<file path="src/design/uhpm_pkg.sv">
// Package with offsets, field positions and reset values for the host port and modem status block
// Overview of operation
// - Three-bit select picks register each access
// - Strobe low passes selects; rising edge latches
// - Selected only when hi_a, hi_b high, lo_n low
// - Output 16x clock: reference divided by divisor
// - Status bit 4 clear-to-send, bit 0 change
// - CTS change interrupts unless auto-CTS enabled
// - Auto-CTS lets clear-to-send gate transmitter
// - Status bit 7 carrier, bit 3 change
// - Status bit 5 data-set-ready, bit 1 change
// - Carrier or DSR change interrupts when enabled
// - Eight-bit bus driven only during reads
// - Driver disable high whenever no read
// - Terminal-ready low when bit set, not loop
// - Interrupt high while any enabled source pending
// - Interrupt drops when serviced or reset
// - Master reset clears registers, sets outputs
package uhpm_pkg;
   // Register indices on the three select lines
   localparam logic [2:0] UHPM_IDX_DIV_LO = 3'h0;
   localparam logic [2:0] UHPM_IDX_IER = 3'h1;
   localparam logic [2:0] UHPM_IDX_DIV_HI = 3'h1;
   localparam logic [2:0] UHPM_IDX_LCR = 3'h3;
   localparam logic [2:0] UHPM_IDX_MCR = 3'h4;
   localparam logic [2:0] UHPM_IDX_MSR = 3'h6;
   // Interrupt enable fields
   localparam int UHPM_IER_RXD = 0;
   localparam int UHPM_IER_THRE = 1;
   localparam int UHPM_IER_RLS = 2;
   localparam int UHPM_IER_MSI = 3;
   // Line control: divisor access bit
   localparam int UHPM_LCR_DLAB = 7;
   // Modem control fields
   localparam int UHPM_MCR_DTR = 0;
   localparam int UHPM_MCR_RTS = 1;
   localparam int UHPM_MCR_LOOP = 4;
   localparam int UHPM_MCR_AFE = 5;
   // Modem status fields
   localparam int UHPM_MSR_DCTS = 0;
   localparam int UHPM_MSR_DDSR = 1;
   localparam int UHPM_MSR_DDCD = 3;
   localparam int UHPM_MSR_CTS = 4;
   localparam int UHPM_MSR_DSR = 5;
   localparam int UHPM_MSR_DCD = 7;
   // Reset values
   localparam logic [7:0] UHPM_RST_REG = 8'h00;
   localparam logic [15:0] UHPM_RST_DIV = 16'h0000;
   localparam logic [7:0] UHPM_READ_ZERO = 8'h00;
   // Synchroniser depth for pin inputs
   localparam int UHPM_SYNC_STAGES = 3;
endpackage

</file>
<file path="src/design/uhpm_pin_sync.sv">
// Three-stage pin synchroniser that accepts a change once stages two and three agree
`timescale 1ns/100ps
module uhpm_pin_sync #(
   parameter int WIDTH = 1,
   parameter logic [WIDTH-1:0] RST_VAL = '0
) (
   // Clock and reset
   input wire logic clk_sys_i,
   input wire logic rst_i,
   // Raw pins and filtered levels
   input wire logic [WIDTH-1:0] pin_i,
   output logic [WIDTH-1:0] level_o
);
   import uhpm_pkg::*;

   genvar gi;
   generate
      for (gi = 0; gi < WIDTH; gi++) begin : g_bit
         logic s1_q; // First stage, read only by the second
         logic s2_q; // Second stage
         logic s3_q; // Third stage
         logic lvl_q; // Accepted level

         // Shift chain
         always_ff @(posedge clk_sys_i or posedge rst_i) begin
            if (rst_i) begin
               s1_q <= RST_VAL[gi];
               s2_q <= RST_VAL[gi];
               s3_q <= RST_VAL[gi];
            end else begin
               s1_q <= pin_i[gi];
               s2_q <= s1_q;
               s3_q <= s2_q;
            end
         end

         // Accept a new level when the last two stages agree
         always_ff @(posedge clk_sys_i or posedge rst_i) begin
            if (rst_i) begin
               lvl_q <= RST_VAL[gi];
            end else if (s2_q == s3_q) begin
               lvl_q <= s3_q;
            end
         end

         assign level_o[gi] = lvl_q;
      end
   endgenerate
endmodule

</file>
<file path="src/design/uhpm_host_modem.sv">
// Host bus decode, modem status tracking, divisor clock and interrupt output of the serial unit
`timescale 1ns/100ps
module uhpm_host_modem (
   // Clock and master reset
   input wire logic clk_sys_i,
   input wire logic rst_i,
   // Host select pins
   input wire logic reg_sel_bit0_i,
   input wire logic reg_sel_bit1_i,
   input wire logic reg_sel_bit2_i,
   input wire logic addr_strobe_n_i,
   input wire logic chip_sel_hi_a_i,
   input wire logic chip_sel_hi_b_i,
   input wire logic chip_sel_lo_n_i,
   // Host strobes, active high
   input wire logic host_rd_i,
   input wire logic host_wr_i,
   // Host data bus as three signals
   input wire logic [7:0] host_data_bus_i,
   output logic [7:0] host_data_bus_o,
   output logic host_data_bus_oe_o,
   output logic bus_driver_disable_o,
   // Modem status pins, active low
   input wire logic cts_n_i,
   input wire logic dsr_n_i,
   input wire logic dcd_n_i,
   // Modem control pin and transmitter gate
   output logic term_ready_n_o,
   output logic tx_send_allow_o,
   // Other interrupt sources, levels from the datapath
   input wire logic rx_error_i,
   input wire logic rx_data_avail_i,
   input wire logic rx_timeout_i,
   input wire logic thr_empty_i,
   // Interrupt and divided clock
   output logic irq_out_o,
   output logic tx_16x_clock_out_o
);
   import uhpm_pkg::*;

   // Pin bundle order, lowest bit first:
   //   [2:0]  register select lines
   //   [5:3]  chip select lines, two active high and one active low
   //   [7:6]  read and write strobes
   //   [8]    address strobe, active low
   //   [11:9] clear-to-send, data-set-ready, carrier detect, active low
   // Reset levels match an idle, deselected host and an inactive modem, so no
   // false strobe edge or false status change is seen as reset lets go.
   localparam int NPIN = 12; // Pins through the synchroniser
   localparam logic [NPIN-1:0] SYNC_RST = 12'hF00; // Strobe and modem pins high, rest low

   logic [NPIN-1:0] raw_pins; // Raw pin bundle
   logic [NPIN-1:0] pin_lvl; // Filtered pin levels
   logic [2:0] sel_now; // Register select as seen now
   logic cs_now; // Chip select decode as seen now
   logic ads_n_s; // Filtered address strobe
   logic rd_s; // Filtered read strobe
   logic wr_s; // Filtered write strobe
   logic cts_s; // Filtered clear-to-send, active high
   logic dsr_s; // Filtered data-set-ready, active high
   logic dcd_s; // Filtered carrier detect, active high
   logic [2:0] sel_q; // Latched register select
   logic cs_q; // Latched chip select decode
   logic [2:0] sel_use; // Select used by decode
   logic cs_use; // Chip select used by decode
   logic rd_prev_q; // Read strobe last cycle
   logic wr_prev_q; // Write strobe last cycle
   logic rd_rise; // Read start
   logic rd_fall; // Read end
   logic wr_rise; // Write start
   logic msr_rd_q; // Read in progress targets status
   logic [7:0] ier_q; // Interrupt enable register
   logic [7:0] lcr_q; // Line control register
   logic [7:0] mcr_q; // Modem control register
   logic [15:0] div_q; // Baud divisor latches
   logic [15:0] bcnt_q; // Baud divider count
   logic [15:0] bcnt_d; // Next divider count
   logic [15:0] half_div; // High phase length
   logic cts_prev_q; // Clear-to-send last cycle
   logic dsr_prev_q; // Data-set-ready last cycle
   logic dcd_prev_q; // Carrier detect last cycle
   logic dcts_q; // Clear-to-send change flag
   logic ddsr_q; // Data-set-ready change flag
   logic dcd_change_flag_q; // Carrier detect change flag
   logic [7:0] msr_val; // Modem status value
   logic [7:0] rd_val; // Value for the selected register
   logic modem_irq; // Enabled modem status interrupt
   logic irq_d; // Next interrupt level
   logic [7:0] data_q; // Read data driven on the bus
   logic oe_q; // Bus output enable
   logic bus_driver_disable_q; // Driver disable
   logic dtr_n_q; // Terminal-ready pin
   logic tx_allow_q; // Transmitter permission
   logic irq_q; // Interrupt pin
   logic baud_q; // Divided clock pin

   assign raw_pins = {
      dcd_n_i, dsr_n_i, cts_n_i, addr_strobe_n_i, host_wr_i, host_rd_i,
      chip_sel_lo_n_i, chip_sel_hi_b_i, chip_sel_hi_a_i,
      reg_sel_bit2_i, reg_sel_bit1_i, reg_sel_bit0_i
   };

   // All pins except the data bus pass the three-stage filter; the host strobes and selects come
   // from another bus, so they are treated as asynchronous like the modem pins.
   // The cost is about four clocks of latency on every access.
   uhpm_pin_sync #(
      .WIDTH(NPIN),
      .RST_VAL(SYNC_RST)
   ) u_sync (
      .clk_sys_i(clk_sys_i),
      .rst_i(rst_i),
      .pin_i(raw_pins),
      .level_o(pin_lvl)
   );

   assign sel_now = pin_lvl[2:0];
   assign cs_now = pin_lvl[3] & pin_lvl[4] & ~pin_lvl[5];
   assign rd_s = pin_lvl[6];
   assign wr_s = pin_lvl[7];
   assign ads_n_s = pin_lvl[8];
   assign cts_s = ~pin_lvl[9];
   assign dsr_s = ~pin_lvl[10];
   assign dcd_s = ~pin_lvl[11];

   // Select latch: follows while strobe low, holds while high
   always_ff @(posedge clk_sys_i or posedge rst_i) begin
      if (rst_i) begin
         sel_q <= 3'h0;
         cs_q <= 1'b0;
      end else if (!ads_n_s) begin
         sel_q <= sel_now;
         cs_q <= cs_now;
      end
   end

   // Strobe low passes the selects straight through
   assign sel_use = ads_n_s ? sel_q : sel_now;
   assign cs_use = ads_n_s ? cs_q : cs_now;

   // Strobe edge history
   // Edges are taken from filtered levels only, so one access gives exactly
   // one start and one end event however slowly the host moves its pins.
   always_ff @(posedge clk_sys_i or posedge rst_i) begin
      if (rst_i) begin
         rd_prev_q <= 1'b0;
         wr_prev_q <= 1'b0;
      end else begin
         rd_prev_q <= rd_s;
         wr_prev_q <= wr_s;
      end
   end

   assign rd_rise = rd_s & ~rd_prev_q & cs_use;
   assign rd_fall = ~rd_s & rd_prev_q;
   assign wr_rise = wr_s & ~wr_prev_q & cs_use;

   // Host writes to the control registers
   // Write data is taken on the cycle the filtered write strobe rises; the host
   // must keep the data bus steady for the whole strobe.
   // The divisor shares indices 0 and 1 with other registers and is reached
   // only while the divisor access bit is set.
   always_ff @(posedge clk_sys_i or posedge rst_i) begin
      if (rst_i) begin
         ier_q <= UHPM_RST_REG;
         lcr_q <= UHPM_RST_REG;
         mcr_q <= UHPM_RST_REG;
         div_q <= UHPM_RST_DIV;
      end else if (wr_rise) begin
         case (sel_use)
            UHPM_IDX_DIV_LO: begin
               if (lcr_q[UHPM_LCR_DLAB]) begin
                  div_q[7:0] <= host_data_bus_i;
               end
            end
            UHPM_IDX_IER: begin
               // Same index reaches the divisor high byte
               if (lcr_q[UHPM_LCR_DLAB]) begin
                  div_q[15:8] <= host_data_bus_i;
               end else begin
                  ier_q <= {4'h0, host_data_bus_i[3:0]};
               end
            end
            UHPM_IDX_LCR: begin
               lcr_q <= host_data_bus_i;
            end
            UHPM_IDX_MCR: begin
               mcr_q <= {2'h0, host_data_bus_i[5:0]};
            end
            default: begin
               // Other registers live in the datapath
            end
         endcase
      end
   end

   // Modem status as presented to the host
   always_comb begin
      msr_val = UHPM_READ_ZERO;
      msr_val[UHPM_MSR_CTS] = cts_s;
      msr_val[UHPM_MSR_DCTS] = dcts_q;
      msr_val[UHPM_MSR_DSR] = dsr_s;
      msr_val[UHPM_MSR_DDSR] = ddsr_q;
      msr_val[UHPM_MSR_DCD] = dcd_s;
      msr_val[UHPM_MSR_DDCD] = dcd_change_flag_q;
   end

   // Read mux for the selected register
   always_comb begin
      case (sel_use)
         UHPM_IDX_DIV_LO: rd_val = lcr_q[UHPM_LCR_DLAB] ? div_q[7:0] : UHPM_READ_ZERO;
         UHPM_IDX_IER: rd_val = lcr_q[UHPM_LCR_DLAB] ? div_q[15:8] : ier_q;
         UHPM_IDX_LCR: rd_val = lcr_q;
         UHPM_IDX_MCR: rd_val = mcr_q;
         UHPM_IDX_MSR: rd_val = msr_val;
         default: rd_val = UHPM_READ_ZERO;
      endcase
   end

   // Bus drive: enable and data only for the duration of a read
   // Read data is frozen at the start of the read so the host sees one value
   // even if a status pin moves while the strobe is held.
   // The transceiver disable is the exact opposite of the bus enable.
   always_ff @(posedge clk_sys_i or posedge rst_i) begin
      if (rst_i) begin
         data_q <= UHPM_READ_ZERO;
         oe_q <= 1'b0;
         bus_driver_disable_q <= 1'b1;
         msr_rd_q <= 1'b0;
      end else if (rd_rise) begin
         data_q <= rd_val;
         oe_q <= 1'b1;
         bus_driver_disable_q <= 1'b0;
         msr_rd_q <= (sel_use == UHPM_IDX_MSR);
      end else if (rd_fall) begin
         oe_q <= 1'b0;
         bus_driver_disable_q <= 1'b1;
         msr_rd_q <= 1'b0;
      end
   end

   // Previous modem levels for change detection
   always_ff @(posedge clk_sys_i or posedge rst_i) begin
      if (rst_i) begin
         cts_prev_q <= 1'b0;
         dsr_prev_q <= 1'b0;
         dcd_prev_q <= 1'b0;
      end else begin
         cts_prev_q <= cts_s;
         dsr_prev_q <= dsr_s;
         dcd_prev_q <= dcd_s;
      end
   end

   // Change flags: cleared at the end of a status read, a new change wins
   // Clearing at the end, not the start, also clears a change that arrives while the
   // host is reading, though the read data frozen at the start never showed it.
   always_ff @(posedge clk_sys_i or posedge rst_i) begin
      if (rst_i) begin
         dcts_q <= 1'b0;
         ddsr_q <= 1'b0;
         dcd_change_flag_q <= 1'b0;
      end else begin
         if (cts_s != cts_prev_q) begin
            dcts_q <= 1'b1;
         end else if (rd_fall && msr_rd_q) begin
            dcts_q <= 1'b0;
         end
         if (dsr_s != dsr_prev_q) begin
            ddsr_q <= 1'b1;
         end else if (rd_fall && msr_rd_q) begin
            ddsr_q <= 1'b0;
         end
         if (dcd_s != dcd_prev_q) begin
            dcd_change_flag_q <= 1'b1;
         end else if (rd_fall && msr_rd_q) begin
            dcd_change_flag_q <= 1'b0;
         end
      end
   end

   // Terminal-ready: active low when set, forced inactive in loop mode
   always_ff @(posedge clk_sys_i or posedge rst_i) begin
      if (rst_i) begin
         dtr_n_q <= 1'b1;
      end else begin
         dtr_n_q <= ~(mcr_q[UHPM_MCR_DTR] & ~mcr_q[UHPM_MCR_LOOP]);
      end
   end

   // Auto-CTS gate; the remote must drop the line before the last stop bit
   always_ff @(posedge clk_sys_i or posedge rst_i) begin
      if (rst_i) begin
         tx_allow_q <= 1'b1;
      end else begin
         tx_allow_q <= ~mcr_q[UHPM_MCR_AFE] | cts_s;
      end
   end

   // Modem part of the interrupt
   // In auto flow mode the transmitter handles clear-to-send by itself, so its
   // change flag no longer disturbs the host.
   assign modem_irq = ier_q[UHPM_IER_MSI] &
      (dcd_change_flag_q | ddsr_q |
       (dcts_q & ~mcr_q[UHPM_MCR_AFE]));

   assign irq_d = modem_irq |
      (ier_q[UHPM_IER_RLS] & rx_error_i) |
      (ier_q[UHPM_IER_RXD] & (rx_data_avail_i | rx_timeout_i)) |
      (ier_q[UHPM_IER_THRE] & thr_empty_i);

   // Interrupt pin follows the pending sources and drops once serviced
   always_ff @(posedge clk_sys_i or posedge rst_i) begin
      if (rst_i) begin
         irq_q <= 1'b0;
      end else begin
         irq_q <= irq_d;
      end
   end

   // Divider count wraps at divisor minus one
   // A zero divisor parks the counter and keeps the output low.
   // A divisor of one leaves the output steadily high.
   always_comb begin
      if (div_q == UHPM_RST_DIV || bcnt_q >= div_q - 16'h0001) begin
         bcnt_d = 16'h0000;
      end else begin
         bcnt_d = bcnt_q + 16'h0001;
      end
   end

   assign half_div = (div_q + 16'h0001) >> 1;

   // Divided 16x clock, high for the first half of each period
   always_ff @(posedge clk_sys_i or posedge rst_i) begin
      if (rst_i) begin
         bcnt_q <= 16'h0000;
         baud_q <= 1'b0;
      end else begin
         bcnt_q <= bcnt_d;
         baud_q <= (div_q != UHPM_RST_DIV) && (bcnt_d < half_div);
      end
   end

   assign host_data_bus_o = data_q;
   assign host_data_bus_oe_o = oe_q;
   assign bus_driver_disable_o = bus_driver_disable_q;
   assign term_ready_n_o = dtr_n_q;
   assign tx_send_allow_o = tx_allow_q;
   assign irq_out_o = irq_q;
   assign tx_16x_clock_out_o = baud_q;
endmodule

</file>
<file path="config.mk">
export PLATFORM = sky130hd
export DESIGN_NAME = uhpm_host_modem
export DESIGN_NICKNAME = d
export VERILOG_FILES = /design/src/design/uhpm_pkg.sv /design/src/design/uhpm_pin_sync.sv /design/src/design/uhpm_host_modem.sv
export SDC_FILE = /design/constraint.sdc
export NUM_CORES = 1
export LEC_CHECK = 0
export ABC_AREA = 0
export BUFFER_PORTS_ARGS = -buffer_cell sky130_fd_sc_hd__buf_2
export CORE_ASPECT_RATIO = 0.8
export CORE_MARGIN = 3
export CORE_UTILIZATION = 55
export CTS_CLUSTER_DIAMETER = 150
export DETAILED_ROUTE_END_ITERATION = 8
export GPL_ROUTABILITY_DRIVEN = 0
export HOLD_SLACK_MARGIN = 0.05
export PLACE_DENSITY = 0.84
export RECOVER_POWER = 100
export REMOVE_ABC_BUFFERS = 1
export SYNTH_ARGS = -nofsm -noshare
export SYNTH_HDL_FRONTEND = slang
export SYNTH_SLANG_ARGS = --single-unit
export TNS_END_PERCENT = 30
</file>
<file path="constraint.sdc">
create_clock -name clk_sys_i -period 3.95 [get_ports clk_sys_i]
set_clock_uncertainty 0.2 [all_clocks]
set_input_delay 0.1975 -clock clk_sys_i [delete_from_list [all_inputs] [get_ports clk_sys_i]]
set_output_delay 0.1975 -clock clk_sys_i [all_outputs]
set_load 0.01 [all_outputs]
</file>
After elaboration in Yosys (flattened, before gate mapping)

Index checks and enable logic that the tools add are counted.

$add $sub $neg: 3
Eq/ne operators: 19
$lt $le $gt $ge: 2
Muxes and demuxes: 15
Multipliers: 0
Reductions and logical operators: 15
Bitwise operators: 31
Shift operators: 0
Divide/modulo/power cells: 0

Operators with widths:

| cell                  | number |
|---|---|
| $pmux 8 s5            | 1 |
| $add 16x1->16 const B | 2 |
| $ge 16x16->1          | 1 |
| $logic_not 16->1      | 1 |
| $lt 16x15->1          | 1 |
| $mux 16               | 1 |
| $mux 8                | 2 |
| $reduce_bool 16->1    | 1 |
| $sub 16x1->16 const B | 1 |
| $and 1x1->1           | 13 |
| $eq 1x1->1            | 12 |
| $not 1->1             | 11 |
| $mux 1                | 10 |
| $reduce_and 3->1      | 3 |
| $reduce_bool 2->1     | 4 |
| $or 1x1->1            | 7 |
| $eq 3x3->1 const B    | 2 |
| $reduce_and 2->1      | 2 |
| $eq 3x1->1 const B    | 1 |
| $eq 3x2->1 const B    | 1 |
| $logic_not 3->1       | 1 |
| $mux 3                | 1 |
| $ne 1x1->1            | 3 |
| $logic_and 1x1->1     | 2 |
| $logic_or 1x1->1      | 1 |

Word-level logic and storage cells: 157
Memories kept: 0
RAM bits: 0
Latch bits: 0
Output and inout bits: 14
Input bits: 26
Memory bits (read-only): 0
Register bits after elaboration: 125

Depth between registers and ports, before layout

Word-level depth: 7
Depth in mapped cells: 19
Mapped depth without buffers: 18

Modules after synthesis

Synthesis repeated with hierarchy kept, for this count alone.

Cells, all modules: 539
Area total of the unflattened synthesis: 6089.6 um2

By module, submodules not included:

| module          | area each (um2) | cells each | seq. area each (um2) | instances |
|---|---|---|---|---|
| uhpm_host_modem | 4639.4          | 466        | 1930.6               | 1 |
| uhpm_pin_sync   | 1450.1          | 73         | 1221.2               | 1 |

Worst setup path after synthesis

No wires, ideal clock.

Kind: register to register
Start: reg div_q[0]
End: reg baud_q, in the netlist tx_16x_clock_out_o
Cell stages (with the launch flop): 20
Buffers on the path: 1
Data required time: 3.625 ns
Arrival time: 3.768 ns
Slack: -0.143 ns
Library setup time: 0.125 ns
Clock period less this slack: 4.093 ns
Cells stage by stage: dfrtp_1 -> inv_1 -> ha_1 -> nand2_1 -> or4_1 -> nor4_2 -> xnor2_1 -> ha_1 -> a21oi_1 -> nand2_1 -> a221oi_1 -> nand4_2 -> buf_6 -> nor2_1 -> ha_1 -> nand4_1 -> nor4_1 -> nand3_1 -> nand3_1 -> a211oi_1

Longest elaborated chain between the ends: 6
Elaborated cells between the ends (all ways): 9
Those cells by class: add/sub: 2; order compare: 2; mux: 1; reduce/logical: 4

Ends and longest elaborated chain:

| element                | line                   | source |
|---|---|---|
| from (decl)            | uhpm_host_modem.sv:75  | `logic [15:0] div_q;` |
| from (signal assigned) | uhpm_host_modem.sv:172 | `div_q[7:0] <= host_data_bus_i;` |
| $sub 16x1->16          | uhpm_host_modem.sv:324 | `if (div_q == UHPM_RST_DIV \|\| bcnt_q >= div_q - 16'h0001) begin` |
| $ge 16x16->1           | uhpm_host_modem.sv:324 |  |
| $logic_or 1x1->1 *     | uhpm_host_modem.sv:324 |  |
| $mux 16 *              | uhpm_host_modem.sv:324 |  |
| via bcnt_d[11]         | uhpm_host_modem.sv:77  | `logic [15:0] bcnt_d;` |
| $lt 16x15->1 *         | uhpm_host_modem.sv:340 | `baud_q <= (div_q != UHPM_RST_DIV) && (bcnt_d < half_div);` |
| $logic_and 1x1->1 *    | uhpm_host_modem.sv:340 |  |
| to (signal assigned)   | uhpm_host_modem.sv:340 |  |
| to (decl)              | uhpm_host_modem.sv:95  | `logic baud_q;` |

The timed path passes the listed nets; every way through them passes the cells marked *.
A chain may end at the register's enable or synchronous reset.

Worst setup path in the final report

Start: reg div_q[7]
End: reg baud_q, in the netlist tx_16x_clock_out_o

Same word-level chain as after synthesis.

==> summary.md <==
| Metric | Value |
|---|---|
| Synthesized area per cell | `11.8 µm²` |
| Cts bufs inserted | `17` |
| Vias/cell | `6.78` |
| Post-DP Area | `6500 µm²` |
| Core Footprint | `10,400 µm²` |
| Static Leakage | `3.37 nW` |
| Die width | `123 µm` |
| Pre-CTS WS | `-0.509 ns` |
| Clk Latency, worst-skew pair | `0.43 ns` |
| Reg-to-reg endpoint | `tx_16x_clock_out_o$_DFF_PP0_` |
| Commonest non-fill, non-tap cell in the layout | `dfrtp_1` |
| Initial Utilization | `57.3%` |
| Drc violations | `44` |
| Max Clock Freq | `0.207 GHz` |
| First-pass iteration count of the detailed router | `9` |
| All-Layer GR Usage | `30.7%` |
| Gate Count Post-Synth | `508` |
| Yosys top cell area share | `44.3%` |
| Filler instances | `576` |
| Largest net degree at the start of global routing | `91` |
| Initial DRC Count | `934` |
| Clock Tree Buf Depth | `2` |
| Unrepaired setup endpoints after global routing | `yes` |
| Vert. Die Dim | `99.3 µm` |
| Post-layout util | `73.2%` |
| H-Tree Depth | `4` |
| RR Startpoint | `div_q[7]$_DFFE_PP0P_` |
| Max-slew violations | `91` |
| Largest fanout on the critical path | `4` |
| Row cnt | `33` |
| First-pass GRT wire length | `28.2 mm` |
| CTS sink count | `125` |
| Synth area leaders | `dfrtp_1, dfstp_2, ha_1` |
| Hold path depth | `0` |
| Sequential cell area | `3150 µm²` |
| Worst-path clk slew | `0.06 ns` |
| Count of input and output buffers | `39` |
| Die ar. | `12,200 µm²` |
| Grt total ovfl | `0` |
| Hold path startpoint | `u_sync.g_bit[4].s1_q$_DFF_PP0_` |
| Placed insts | `701` |
| Post-DR wirelength/cell | `25.2 µm` |
| Final Net Count | `675` |
| Area growth from synthesis to layout | `27.6%` |
| Detailed-placement wirelength estimate | `9.92 mm` |
| Most frequent cells in the layout | `dfrtp_1, nand2_1, buf_4` |
| Ant diodes | `0` |
| Root buf cell | `clkbuf_16` |
| Setup crit start kind | `register` |
| Warnings, synthesis | `0` |
| Critical path type | `register to register` |
| Async set or reset register ratio after synthesis | `100%` |
| Register area share after synthesis | `52.6%` |
| Vias in the first global route | `5,277` |
| Post-route cell area | `7640 µm²` |
| Top_reg_cell synth | `dfrtp_1` |
| Synth area leader | `dfrtp_1` |
| WL final | `19.3 mm` |
| Post-layout minimum cycle time | `4.84 ns` |
| Worst hold path type | `register to register` |
| FF-to-FF setup slack | `-0.89 ns` |
| Data arrival time of the worst path | `4.98 ns` |
| Max Cap Violations | `1` |
| Failing checks | `design-rule violations, max-capacitance violations, max-slew violations, negative setup slack` |
| CTS tree | `yes` |
| Hold Fails Final Rpt | `0` |
| Mapped Area | `5990 µm²` |
| Synth cell types | `61` |
| Worst VDD drop | `0.398 mV` |
| FF-to-FF path depth | `18` |
| CP required | `4.09 ns` |
| Crit share post-route | `123%` |
| I/O pin count | `40` |
| Initial antenna violation count | `0` |
| Via count | `5,206` |
| Final Non-Filler Cells | `768` |
| Pwr dens | `624 nW/µm²` |
| Critical Path End Type | `register` |
| Least-Margin Pin Slew | `3.13 ns` |
| Final number of setup-violating endpoints | `1` |
| Antenna Violating Nets Remaining | `0` |
| Number of synthesized flops with an enable pin | `0` |
| Relative slew margins | `-109%` |
| Fin Hold WS | `0.154 ns` |
| Status | `finished with violations` |
| Register bit total from synthesis | `125` |
| Multi-input logic area | `2860 µm²` |
| Final setup margin | `-0.892 ns` |
| Worst Hold Path EP | `u_sync.g_bit[4].s2_q$_DFF_PP0_` |
| Layout cell share with drive strength beyond 1 | `29.1%` |
-- where the power goes --
group,internal (W),leakage [nW],switching [W]
Clock,0.00109,0.315,0.000629
Sequential,0.00144,1.51,0.000129
Combinational,0.000610,1.54,0.000868
Total,0.00314,3.37,0.00163
-- kinds of logic (layout without fill, tap and decap cells) --
logic type | after synthesis | after routing | share of synthesized area [%]
and+or+nand+nor | 157 | 157 | 14.1
buffers and inverters | 33 | 153 | 2.80
adders and majority gates | 46 | 46 | 9.11
DFF | 125 | 125 | 52.6
muxes | 41 | 41 | 8.07
xor gates and xnor gates | 44 | 44 | 6.44
AOI/OAI and AO/OA | 62 | 62 | 6.88
-- worst max-delay path by stage --
stage / slack [ns] / cells after the start / end / from
3_5_place_dp: -0.51 / 18 / tx_16x_clock_out_o$_DFF_PP0_ / div_q[7]$_DFFE_PP0P_
2_1_floorplan: -0.14 / 18 / tx_16x_clock_out_o$_DFF_PP0_ / div_q[0]$_DFFE_PP0P_
3_3_place_gp: -0.24 / 18 / tx_16x_clock_out_o$_DFF_PP0_ / div_q[7]$_DFFE_PP0P_
4_1_cts: -0.40 / 19 / tx_16x_clock_out_o$_DFF_PP0_ / div_q[6]$_DFFE_PP0P_
5_1_grt: -0.98 / 18 / tx_16x_clock_out_o$_DFF_PP0_ / div_q[7]$_DFFE_PP0P_
6_report: -0.89 / 18 / tx_16x_clock_out_o$_DFF_PP0_ / div_q[7]$_DFFE_PP0P_
-- flip-flops by register name, indices dropped and copies added (netlist names), 3 cells and up --
| register | cells |
|---|---|
| bcnt_q | 16 |
| div_q | 16 |
| host_data_bus_o | 8 |
| ier_q | 4 |
| lcr_q | 8 |
| mcr_q | 6 |
| sel_q | 3 |
| u_sync.g_bit.lvl_q | 12 |
| u_sync.g_bit.s1_q | 12 |
| u_sync.g_bit.s2_q | 12 |
| u_sync.g_bit.s3_q | 12 |
-- layout make-up --
class                   instances  share of cell area (%)
clock buffers                  19                    5.80
clock inverters                13                    2.64
inverters                      13                   0.639
multi-input cells             350                    37.4
flip-flops and latches        125                    41.2
well taps                     140                    2.29
repair buffers                108                    10.0
-- synth_stat cells, types with 6 or more instances --
cell type and n:
ha_1 34, maj3_1 12, dfstp_2 19, a22oi_1 7, o21ai_0 14, buf_2 8, nand2_1 43, xnor2_1 17
inv_1 12, a21oi_1 15, nor3_1 11, clkbuf_1 6, mux2_2 34, nor2_1 34, dfrtp_1 106, nand3_1 20
xor2_1 27, nand4_1 9
-- stage by stage --
| step | total power, W | setup TNS [ns] |
|---|---|---|
| after floorplan | 0.00225 | -0.143 |
| after global placement | 0.00258 | -0.243 |
| after detailed placement | 0.00265 | -0.509 |
| after CTS | 0.00456 | -0.403 |
| after global routing | 0.00489 | -13.32 |
| final | 0.00477 | -0.892 |
-- metal layers --
layer / GRT usage, % / part of all wire, % / wire length [µm] / vias to the layer above
li1: - / - / - / 2022
met2: 48.7 / 44 / 8540 / 511
met5: 0 / 0 / 0 / -
met3: 8.53 / 12 / 2320 / 195
met4: 16.5 / 8.3 / 1610 / 0
met1: 38.5 / 36 / 6870 / 2478
-- critical path: stages, from the launching register on --
cell and delay (ns):
dfrtp_1 0.41, nor4_4 0.34, nand2b_2 0.11, or4_4 0.52
nor4_4 0.21, xnor2_1 0.18, ha_1 0.33, a21oi_2 0.21
nand2_1 0.13, a221oi_2 0.38, buf_4 0.19, and3_1 0.23
and3_1 0.22, ha_1 0.25, o21ai_0 0.27, nand2b_1 0.16
nand3_1 0.13, nand3_2 0.08, a211oi_2 0.22
-- what timing repair did --
action                                  4_1_cts  5_1_grt
setup buffers                                 9        2
resized for setup                            43        4
pin swaps                                    36       12
hold endpoints to repair                    116        0
hold buffers                                 24        0
endpoints found under the setup margin        1        1
(Power assumes the default switching activity.)
